[src/gpd_pkg.sv]
// package for the debounced general purpose pin port: register map, fields,
// commands, reset values and timing constants.
// assumes a 200 MHz system clock and a 32-bit apb register bus.
package gpd_pkg;

  // register byte offsets on the apb bus
  localparam logic [11:0] GPD_CMD_OFS  = 12'h000;  // command register, write only
  localparam logic [11:0] GPD_STAT_OFS = 12'h004;  // status of the last command
  localparam logic [11:0] GPD_VIEW_OFS = 12'h008;  // state of the last addressed pin

  // command register fields
  localparam int GPD_CMD_PIN_LSB = 0;   // pin index, 8 bits
  localparam int GPD_CMD_OP_LSB  = 8;   // operation code, 3 bits
  localparam int GPD_CMD_MS_LSB  = 16;  // debounce interval in ms, 16 bits

  // status register bit positions
  localparam int GPD_ST_BUSY = 0;  // command in progress
  localparam int GPD_ST_RES  = 1;  // result bit of sample or key read
  localparam int GPD_ST_ERR  = 2;  // last key read had an illegal interval
  localparam int GPD_ST_DONE = 3;  // last command has completed

  // view register bit positions
  localparam int GPD_VW_OE  = 8;   // output enable of the viewed pin
  localparam int GPD_VW_OUT = 9;   // output level of the viewed pin
  localparam int GPD_VW_LVL = 10;  // synchronised level of the viewed pin

  // pin operations
  localparam logic [2:0] GPD_OP_INPUT = 3'h0;  // high impedance input
  localparam logic [2:0] GPD_OP_HIGH  = 3'h1;  // output, drive high
  localparam logic [2:0] GPD_OP_LOW   = 3'h2;  // output, drive low
  localparam logic [2:0] GPD_OP_SAMP  = 3'h3;  // switch to input and sample
  localparam logic [2:0] GPD_OP_KEYL  = 3'h4;  // debounced read, low active
  localparam logic [2:0] GPD_OP_KEYH  = 3'h5;  // debounced read, high active

  // reset values
  localparam logic [255:0] GPD_OE_RST  = 256'h0;  // every pin high impedance
  localparam logic [255:0] GPD_OUT_RST = 256'h0;  // output latches low

  // timing
  localparam int GPD_CLK_PS  = 5000;        // system clock period in ps
  localparam int GPD_TICK_US = 1000;        // debounce tick, 1 ms in us
  // us to ps before dividing by the clock period in ps
  localparam int GPD_TICK_CYC = (GPD_TICK_US * 1000 * 1000) / GPD_CLK_PS;  // 200000
  localparam logic [1:0] GPD_SETTLE_CYC = 2'h3;  // synchroniser settle time

  // command sequencer states
  typedef enum logic [1:0] {
    GPD_IDLE,
    GPD_SETTLE,
    GPD_DEBOUNCE
  } gpd_state_t;

endpackage

[src/gpd_port.sv]
// debounced general purpose pin port with 256 pins behind an apb slave.
// assumes pin inputs are asynchronous, the apb master is on sys_clk and the
// pad ring resolves each pin from pin_out and pin_oe.
`timescale 1ns/1ps
`default_nettype none

module gpd_port
  import gpd_pkg::*;
#(
  parameter int MS_CYCLES = GPD_TICK_CYC  // cycles per ms, shorten in simulation
) (
  input  wire logic         sys_clk,
  input  wire logic         resetn,
  input  wire logic         psel,
  input  wire logic         penable,
  input  wire logic         pwrite,
  input  wire logic [11:0]  paddr,
  input  wire logic [31:0]  pwdata,
  output logic      [31:0]  prdata,
  output logic              pready,
  output logic              pslverr,
  input  wire logic [255:0] pin_in,
  output logic      [255:0] pin_out,
  output logic      [255:0] pin_oe
);

  // true when the level counts as a pressed key for the chosen polarity
  function automatic logic key_active(input logic lvl, input logic high_act);
    key_active = high_act ? lvl : ~lvl;
  endfunction

  // pin synchronisers
  logic [255:0] sync1_r;       // first stage, read only by sync2_r
  logic [255:0] sync2_r;       // synchronised pin levels

  // pin control
  logic [255:0] oe_r;          // output enables
  logic [255:0] oe_nxt;
  logic [255:0] out_r;         // output levels
  logic [255:0] out_nxt;

  // command sequencer
  gpd_state_t   state_r;       // sequencer state
  gpd_state_t   state_nxt;
  logic [7:0]   pin_r;         // pin of the current or last command
  logic [7:0]   pin_nxt;
  logic [2:0]   op_r;          // operation being carried out
  logic [2:0]   op_nxt;
  logic [15:0]  ms_left_r;     // whole ms still to wait
  logic [15:0]  ms_left_nxt;
  logic [31:0]  tick_cnt_r;    // cycles within the current ms
  logic [31:0]  tick_cnt_nxt;
  logic [1:0]   settle_r;      // settle countdown
  logic [1:0]   settle_nxt;
  logic         res_r;         // result bit
  logic         res_nxt;
  logic         err_r;         // illegal interval seen
  logic         err_nxt;
  logic         done_r;        // last command completed
  logic         done_nxt;

  // apb answer
  logic [31:0]  prdata_r;
  logic [31:0]  prdata_nxt;
  logic         pready_r;
  logic         pready_nxt;
  logic         pslverr_r;
  logic         pslverr_nxt;

  // decoded request
  logic         setup_phase;   // setup cycle of a transfer
  logic         cmd_wr;        // accepted command write
  logic         busy;          // sequencer not idle
  logic         lvl;           // synchronised level of the current pin
  logic         ms_tick;       // last cycle of a millisecond

  assign setup_phase = psel & ~penable;
  assign busy        = (state_r != GPD_IDLE);
  assign lvl         = sync2_r[pin_r];
  assign ms_tick     = (tick_cnt_r == 32'(MS_CYCLES - 1));
  // commands are taken in the setup cycle; the answer follows one cycle later
  assign cmd_wr      = setup_phase & pwrite & (paddr == GPD_CMD_OFS) & ~busy;

  // two flops before any logic looks at a pin
  always_ff @(posedge sys_clk) begin
    if (!resetn) begin
      sync1_r <= 256'h0;
      sync2_r <= 256'h0;
    end else begin
      sync1_r <= pin_in;
      sync2_r <= sync1_r;
    end
  end

  // sequencer and pin control next state
  always_comb begin
    state_nxt    = state_r;
    oe_nxt       = oe_r;
    out_nxt      = out_r;
    pin_nxt      = pin_r;
    op_nxt       = op_r;
    ms_left_nxt  = ms_left_r;
    tick_cnt_nxt = tick_cnt_r;
    settle_nxt   = settle_r;
    res_nxt      = res_r;
    err_nxt      = err_r;
    done_nxt     = done_r;
    unique case (state_r)
      GPD_IDLE: begin
        if (cmd_wr) begin
          // full 8-bit index, every value is a legal pin
          pin_nxt      = pwdata[GPD_CMD_PIN_LSB +: 8];
          op_nxt       = pwdata[GPD_CMD_OP_LSB +: 3];
          ms_left_nxt  = pwdata[GPD_CMD_MS_LSB +: 16];  // interval in ms
          tick_cnt_nxt = 32'h0;
          settle_nxt   = GPD_SETTLE_CYC;
          done_nxt     = 1'b0;
          err_nxt      = 1'b0;
          unique case (pwdata[GPD_CMD_OP_LSB +: 3])
            GPD_OP_INPUT: begin
              // driver off, pin floats
              oe_nxt[pwdata[GPD_CMD_PIN_LSB +: 8]] = 1'b0;
              done_nxt = 1'b1;
            end
            GPD_OP_HIGH: begin
              // output first, level high in the same edge
              oe_nxt[pwdata[GPD_CMD_PIN_LSB +: 8]]  = 1'b1;
              out_nxt[pwdata[GPD_CMD_PIN_LSB +: 8]] = 1'b1;
              done_nxt = 1'b1;
            end
            GPD_OP_LOW: begin
              oe_nxt[pwdata[GPD_CMD_PIN_LSB +: 8]]  = 1'b1;
              out_nxt[pwdata[GPD_CMD_PIN_LSB +: 8]] = 1'b0;
              done_nxt = 1'b1;
            end
            GPD_OP_SAMP, GPD_OP_KEYH: begin
              // reads turn the pin to input by themselves
              oe_nxt[pwdata[GPD_CMD_PIN_LSB +: 8]] = 1'b0;
              state_nxt = GPD_SETTLE;
            end
            GPD_OP_KEYL: begin
              oe_nxt[pwdata[GPD_CMD_PIN_LSB +: 8]] = 1'b0;
              if (pwdata[GPD_CMD_MS_LSB +: 16] == 16'h0) begin
                // zero is outside the low active range: report no key
                err_nxt  = 1'b1;
                res_nxt  = 1'b1;
                done_nxt = 1'b1;
              end else begin
                state_nxt = GPD_SETTLE;
              end
            end
            default: begin
              // unused codes complete without touching any pin
              done_nxt = 1'b1;
            end
          endcase
        end
      end
      GPD_SETTLE: begin
        // the pad may have been driving; let the synchroniser see the
        // released level before trusting it
        settle_nxt = settle_r - 2'h1;
        if (settle_r == 2'h1) begin
          if (op_r == GPD_OP_SAMP) begin
            res_nxt   = lvl;        // single bit, 0 or 1
            done_nxt  = 1'b1;
            state_nxt = GPD_IDLE;
          end else if (!key_active(lvl, op_r == GPD_OP_KEYH)) begin
            // not pressed at the start: inactive answer at once
            res_nxt   = (op_r == GPD_OP_KEYL);
            done_nxt  = 1'b1;
            state_nxt = GPD_IDLE;
          end else if (ms_left_r == 16'h0) begin
            // zero interval is legal for the high active read
            res_nxt   = 1'b1;
            done_nxt  = 1'b1;
            state_nxt = GPD_IDLE;
          end else begin
            tick_cnt_nxt = 32'h0;
            state_nxt    = GPD_DEBOUNCE;
          end
        end
      end
      GPD_DEBOUNCE: begin
        // one bounce back to idle ends the read as not pressed
        if (!key_active(lvl, op_r == GPD_OP_KEYH)) begin
          res_nxt   = (op_r == GPD_OP_KEYL);
          done_nxt  = 1'b1;
          state_nxt = GPD_IDLE;
        end else if (ms_tick) begin
          // 1 ms tick from the system clock
          tick_cnt_nxt = 32'h0;
          ms_left_nxt  = ms_left_r - 16'h1;
          if (ms_left_r == 16'h1) begin
            // held active for the whole interval
            res_nxt   = (op_r == GPD_OP_KEYH);
            done_nxt  = 1'b1;
            state_nxt = GPD_IDLE;
          end
        end else begin
          tick_cnt_nxt = tick_cnt_r + 32'h1;
        end
      end
      default: begin
        // unused state code: back to idle rather than hang the port
        state_nxt = GPD_IDLE;
      end
    endcase
  end

  // sequencer and pin control registers
  always_ff @(posedge sys_clk) begin
    if (!resetn) begin
      state_r    <= GPD_IDLE;
      oe_r       <= GPD_OE_RST;   // all pins high impedance
      out_r      <= GPD_OUT_RST;
      pin_r      <= 8'h0;
      op_r       <= GPD_OP_INPUT;
      ms_left_r  <= 16'h0;
      tick_cnt_r <= 32'h0;
      settle_r   <= 2'h0;
      res_r      <= 1'b0;
      err_r      <= 1'b0;
      done_r     <= 1'b0;
    end else begin
      state_r    <= state_nxt;
      oe_r       <= oe_nxt;
      out_r      <= out_nxt;
      pin_r      <= pin_nxt;
      op_r       <= op_nxt;
      ms_left_r  <= ms_left_nxt;
      tick_cnt_r <= tick_cnt_nxt;
      settle_r   <= settle_nxt;
      res_r      <= res_nxt;
      err_r      <= err_nxt;
      done_r     <= done_nxt;
    end
  end

  // apb answer, computed in the setup cycle so outputs stay registered
  always_comb begin
    prdata_nxt  = 32'h0;
    pready_nxt  = setup_phase;
    pslverr_nxt = 1'b0;
    if (setup_phase) begin
      unique case (paddr)
        GPD_CMD_OFS: begin
          // a command during a busy read is refused, not queued
          pslverr_nxt = pwrite & busy;
        end
        GPD_STAT_OFS: begin
          prdata_nxt[GPD_ST_BUSY] = busy;
          prdata_nxt[GPD_ST_RES]  = res_r;
          prdata_nxt[GPD_ST_ERR]  = err_r;
          prdata_nxt[GPD_ST_DONE] = done_r;
          pslverr_nxt = pwrite;     // read only
        end
        GPD_VIEW_OFS: begin
          prdata_nxt[7:0]        = pin_r;
          prdata_nxt[GPD_VW_OE]  = oe_r[pin_r];
          prdata_nxt[GPD_VW_OUT] = out_r[pin_r];
          prdata_nxt[GPD_VW_LVL] = lvl;
          pslverr_nxt = pwrite;     // read only
        end
        default: begin
          pslverr_nxt = 1'b1;       // unmapped address
        end
      endcase
    end
  end

  // apb answer registers
  always_ff @(posedge sys_clk) begin
    if (!resetn) begin
      prdata_r  <= 32'h0;
      pready_r  <= 1'b0;
      pslverr_r <= 1'b0;
    end else begin
      prdata_r  <= prdata_nxt;
      pready_r  <= pready_nxt;
      pslverr_r <= pslverr_nxt;
    end
  end

  assign prdata  = prdata_r;
  assign pready  = pready_r;
  assign pslverr = pslverr_r;
  assign pin_out = out_r;
  assign pin_oe  = oe_r;

endmodule

`default_nettype wire

[config.mk]
export PLATFORM = sky130hd
export DESIGN_NAME = gpd_port
export DESIGN_NICKNAME = d
export VERILOG_FILES = /design/src/gpd_pkg.sv /design/src/gpd_port.sv
export SDC_FILE = /design/constraint.sdc
export NUM_CORES = 2
export LEC_CHECK = 0
export BUFFER_PORTS_ARGS = -buffer_cell sky130_fd_sc_hd__clkbuf_2
export CAP_MARGIN = 5
export CORE_MARGIN = 4
export CORE_UTILIZATION = 35
export DETAILED_ROUTE_END_ITERATION = 12
export GPL_TIMING_DRIVEN = 0
export HOLD_SLACK_MARGIN = 0.03
export SYNTH_ARGS = -nofsm -noshare
export SYNTH_HDL_FRONTEND = slang
export SYNTH_SLANG_ARGS = --single-unit
export TNS_END_PERCENT = 10
[constraint.sdc]
create_clock -name sys_clk -period 6 [get_ports sys_clk]
set_input_delay 1.2 -clock sys_clk [delete_from_list [all_inputs] [get_ports sys_clk]]
set_output_delay 1.2 -clock sys_clk [all_outputs]
set_load 0.03 [all_outputs]
=== Word-level counts from Yosys, hierarchy flattened ===
Index checks and enable logic that the tools add are counted.

* Add/subtract/negate cells: 3
* $mul: 0
* Divide/modulo/power cells: 0
* Magnitude comparators: 3
* Eq/ne operators: 29
* Shift-type cells: 0
* Multiplexer cells: 60
* Bitwise gates (word level): 13
* Reduce and logical (&&, ||, !) cells: 27

{| class="wikitable"
|+ Operator list
! kind !! number
|-
| $pmux 256 s2 || 2
|-
| $and 256x256->256 || 2
|-
| $or 256x256->256 || 2
|-
| $not 256->256 || 1
|-
| $mux 32 || 7
|-
| $pmux 32 s3 || 1
|-
| $mux 16 || 3
|-
| $add 32x1->32 const B || 1
|-
| $eq 32x18->1 const B || 1
|-
| $logic_not 16->1 || 2
|-
| $pmux 16 s2 || 1
|-
| $bmux 1 s8 || 3
|-
| $mux 1 || 24
|-
| $mux 2 || 10
|-
| $lt 8x9->1 const B || 2
|-
| $eq 16x1->1 const B || 1
|-
| $ne 2x2->1 const B || 8
|-
| $sub 16x1->16 const B || 1
|-
| $eq 12x3->1 const B || 1
|-
| $eq 12x4->1 const B || 1
|-
| $eq 3x3->1 const B || 4
|-
| $logic_not 12->1 || 1
|-
| $reduce_and 6->1 || 2
|-
| $reduce_bool 2->1 || 5
|-
| 29 further kinds || 49
|}

* Flip-flop bits (word level): 1124
* Bits in latches: 0
* RAM bits: 0
* ROM bits: 0
* Input bits: 305
* Logic and storage cells: 153
* Memories: 0

=== Logic depth before layout (Yosys ltp) ===
* Depth after elaboration: 8
* Gate-level depth with buffers: 14
* Gate-level depth less buffers: 10

=== Least setup slack after synthesis ===
No wires, ideal clock.

* Kind: input to register
* From: input paddr[7]
* To: register tick_cnt_r[29]
* Arrival: 3624 ps
* Required time: 5942 ps
* Slack: 2317 ps
* Cell stages on the path: 10
* Path buffers: 2
* Cell sequence: nor4_1 > nand3_1 > nand4bb_1 > o21ai_1 > o21a_1 > clkbuf_1 > nand2_1 > clkbuf_1 > a2111oi_2 > o21a_1

* Longest elaborated chain between the ends: 5

{| class="wikitable"
|+ RTL lines
! element !! line !! RTL
|-
| start, declared || gpd_port.sv:17 || <nowiki>input wire logic [11:0] paddr,</nowiki>
|-
| $logic_not 12->1 || gpd_port.sv:82 || <nowiki>assign cmd_wr = setup_phase & pwrite & (paddr == GPD_CMD_OFS) & ~busy;</nowiki>
|-
| $and 1x1->1 (2 in series) || gpd_port.sv:82 ||
|-
| $ne 2x2->1 (no source line) || - ||
|-
| $reduce_and 7->1 (no source line) || - ||
|-
| end signal, assigned || gpd_port.sv:232 || <nowiki>tick_cnt_r <= tick_cnt_nxt;</nowiki>
|-
| end, declared || gpd_port.sv:51 || <nowiki>logic [31:0] tick_cnt_r;</nowiki>
|}

Every way passes these cells.
A chain may end at the register's enable or synchronous reset.

=== Worst setup path after layout ===
* From: register pin_r[4]
* To: register prdata_r[9] (netlist: prdata[9])

* Longest elaborated chain between the ends: 2

{| class="wikitable"
|+ RTL lines
! element !! line !! RTL
|-
| start, declared || gpd_port.sv:45 || <nowiki>logic [7:0] pin_r;</nowiki>
|-
| start signal, assigned || gpd_port.sv:229 || <nowiki>pin_r <= pin_nxt;</nowiki>
|-
| $bmux 1 s8 || gpd_port.sv:261 || <nowiki>prdata_nxt[GPD_VW_OUT] = out_r[pin_r];</nowiki>
|-
| $mux 1 (implied by the code) || gpd_port.sv:261 ||
|-
| end signal, assigned || gpd_port.sv:279 || <nowiki>prdata_r <= prdata_nxt;</nowiki>
|-
| end, declared || gpd_port.sv:63 || <nowiki>logic [31:0] prdata_r;</nowiki>
|}

Every way passes these cells. The select of a mux whose other input is x is not followed.

==> results.md <==
- Filler cells: between 10k and 15k
- Reg clk slew, reported paths: around 0.060 ns
- Final worst-path cycle share: 0.933
- Combinational family with the most area after synthesis: simple AND/OR/NAND/NOR gates
- Post-route ant nets: 0
- Finish-stage setup viols: 0
- Power Density: about 290 mW/mm²
- CP required: ~6.7 ns
- Post-synthesis simple-gate area fraction: 0.177
- Post-DR vias/cell: between 5 and 6
- Worst Hold Class: reg2reg
- Antenna violations before repair: 25
- Run status: complete, but fails checks
- Cells after Synth: around 4.8k
- Clock Power Share: 0.488
- WHS Path Cells: 1
- Maxcap violations: 16
- Sw Share: 0.240
- Clock Path Buffers: 3
- Adder-cell share of the synthesized area: 0.00220
- Clock Latency Late Sink: about 0.8 ns
- Worst setup EP type: flop
- Total GRT Usage: 0.361
- Synth warn: 0
- Psw: around 3900 µW
- WL per Instance: approximately 33 µm
- Synth cell types: 78
- Internal power: around 12000 µW
- Postcts setup bufs: 0
- Worst Setup Start Kind: flop
- Final hold viol count: 0
- Hold endpoint: sync2_r[227]$_SDFF_PN0_
- Worst hold start: sync1_r[227]$_SDFF_PN0_
- PostCTS Resize Cnt: 0
- CP Data Arrival Time: about 6.3 ns
- First-pass detailed-route iteration total: 7
- Compound-cell area share of the yosys netlist: 0.166
- Register area share after synthesis: 0.486
- Final Slew Violations: 175
- RSZ-0062 raised after global routing: no
- Xor and xnor fraction of the mapped netlist area: 0.000193
- Fin nets: about 6.2k
- Num Clock Sinks: ~1.1k
- Failing checks: max-capacitance violations, max-slew violations
- Ys flop type: dfxtp_1
- CTS root buf: clkbuf_16
- Via count: 45.9k
- Routed wire length: 256000 µm
- Die footprint: roughly 0.14 mm²
- Chip Width: 368 µm
- Critical Path Fanout Max: 10
- Share of cells above drive strength 1: 0.240
- #FFs+latches synth: between 1k and 1.5k
- Worst Skew: roughly 0.041 ns
- Number of buffers created by CTS: 117
- Combinational share of power: 0.049
- Total grt overflow: 0
- Sequential power share: 0.462
- Pre-CTS WS: approximately 0.48 ns
- R2R Setup Slk: 0.40 ns
- Number of global-route vias before repair: around 43k
- Fin crit period: about 5.6 ns
- Headroom to the max-slew limit: -0.0888
- LEAKAGE: 0.0217 µW
- Initial Util: 0.354
- First-pass GRT wire length: approximately 340000 µm
- VDD IR-drop max: 297 µV
- Final Worst Setup Slack: around 0.4 ns
- Post-synthesis mux area share: 0.119
- FMAX: 0.179 GHz
- RR Endpoint: prdata[9]$_SDFF_PN0_
- Row count: approximately 130
- Async SR Flop Fraction: 0
- Slew @ Worst Pin: about 1.6 ns
- Hold buffer count at CTS: 0
- # IOs: approximately 850
- Initial drt markers: roughly 7.0k
- HPWL Detailed: 192000 µm
- IO Port Bufs: roughly 820
- Core ar.: about 0.13 mm²
- CTS tree: done
- Number of H-tree levels: 3
- DRC viols: 0
- Worst R2R Path Depth: 8
- Die H: 368 µm
- Post-synth EDFFs: 0
- Final TNS setup: 0 ns
- Average size of a mapped cell: approximately 9.4 µm²
- Area Growth Syn to Fin: 24.7%
- FF-to-FF Start: pin_r[4]$_SDFFE_PN0P_
- Pin count of the biggest net entering global routing: 20
- Mapped Area: between 0.04 and 0.05 mm²
- Crit path kind: reg2reg
- GPL Wtd Cong: 1.02
==> Yosys cell counts (9+ instances only) <==
cell       instances  share of area
mux4_2           227           0.11
a31oi_1          524          0.072
clkbuf_1         428          0.035
nor3_1            40         0.0044
a21oi_1           60         0.0066
mux2_2             9         0.0022
dfxtp_1         1103           0.49
o21a_1            24         0.0040
buf_2             35         0.0039
a211oi_1          15         0.0025
nand2_1          359          0.030
buf_1             14         0.0012
buf_4             36         0.0060
nor4_1            22         0.0030
mux2i_1           17         0.0037
nand4_1           14         0.0019
nor2_1           571          0.047
and2_1           522          0.072
nand2b_1          16         0.0022
nor2b_1           18         0.0025
o21ai_0          550          0.061
and3_1            16         0.0022
a2111oi_2         11         0.0036
nand3_1           47         0.0052
o22ai_1           10         0.0014
a22oi_1           12         0.0020
inv_1             30         0.0025
==> through the flow <==
stage	area [µm²]	utilization	instances	power [µW]	hold slack, ns
floorplan	45500	-	4869	8050	0.412
finish	56600	0.442	7697	16300	0.421
CTS	56400	0.440	7665	16200	0.414
global route	56600	0.441	7683	16600	0.438
detailed placement	52100	0.407	7442	8440	0.417
global placement	51800	0.404	7422	8430	0.413
==> worst max path at each step <==
stage                          startpoint                     endpoint  depth (start not counted)
floorplan                        paddr[7]  tick_cnt_r[29]$_SDFFE_PN0P_                         10
CTS                 pin_r[3]$_SDFFE_PN0P_  tick_cnt_r[11]$_SDFFE_PN0P_                         10
detailed placement  pin_r[3]$_SDFFE_PN0P_  tick_cnt_r[11]$_SDFFE_PN0P_                         10
finish              pin_r[4]$_SDFFE_PN0P_         prdata[9]$_SDFF_PN0_                          8
global route        pin_r[4]$_SDFFE_PN0P_   tick_cnt_r[5]$_SDFFE_PN0P_                         10
global placement                 paddr[1]                         flop                          9
==> worst max-delay path: stages, from the launching register on <==
cell	delay, ns
dfxtp_1	0.42
buf_2	0.36
clkbuf_1	0.48
clkbuf_1	1.10
clkbuf_1	1.16
mux4_2	0.52
mux4_2	0.61
mux4_2	0.61
and2_1	0.20
==> cell families after synthesis <==
group / Yosys count
simple gates: 1663
compound gates: 1273
flops: 1103
buf+inv: 547
mux: 253
fa+ha+maj: 8
other cells: 1
xor+xnor: 1
==> power groups by stage <==
| stage | logic, µW | registers, µW | clock network, µW |
|---|---|---|---|
| floorplan | 379 | 7670 | 0 |
| global placement | 750 | 7680 | 0 |
| detailed placement | 759 | 7680 | 0 |
| CTS | 762 | 7520 | 7960 |
| global route | 837 | 7530 | 8270 |
| finish | 800 | 7520 | 7940 |
==> cell type report <==
class	instances	area [µm²]	area share
plain buffers	517	2170	0.0384
multi-input cells	3219	21100	0.374
diodes	20	50.0	0.000884
clock inverters	54	825	0.0146
inverters	30	113	0.00199
repair buffers	856	4640	0.0820
well taps	1729	2160	0.0382
flip-flops and latches	1103	22100	0.390
clock buffers	169	3420	0.0605
==> layer usage <==
layer  track usage  wire [µm]
met4         0.227      20600
met3         0.181      40000
met1         0.417      88100
met2         0.531     107000
met5             0         92
==> cell usage in the layout (no fill, tap or decap), types with 12 or more instances in the layout <==
cell,instances
and2_1,522
buf_4,37
nand4_1,14
nor2_1,571
a21oi_1,60
buf_8,21
mux4_2,227
a31oi_1,524
nor2b_1,18
and3_1,16
nor3_1,40
nand2_1,359
a22oi_1,12
clkinv_2,20
dfxtp_1,1103
nor4_1,21
nand2b_1,16
clkbuf_16,117
o21ai_0,549
inv_1,30
buf_2,38
clkbuf_8,30
a211oi_1,15
clkbuf_2,840
conb_1,21
mux2i_1,17
o21a_1,24
nand3_1,47
diode_2,20
clkbuf_1,434
bufinv_16,14
(Power assumes the default switching activity.)
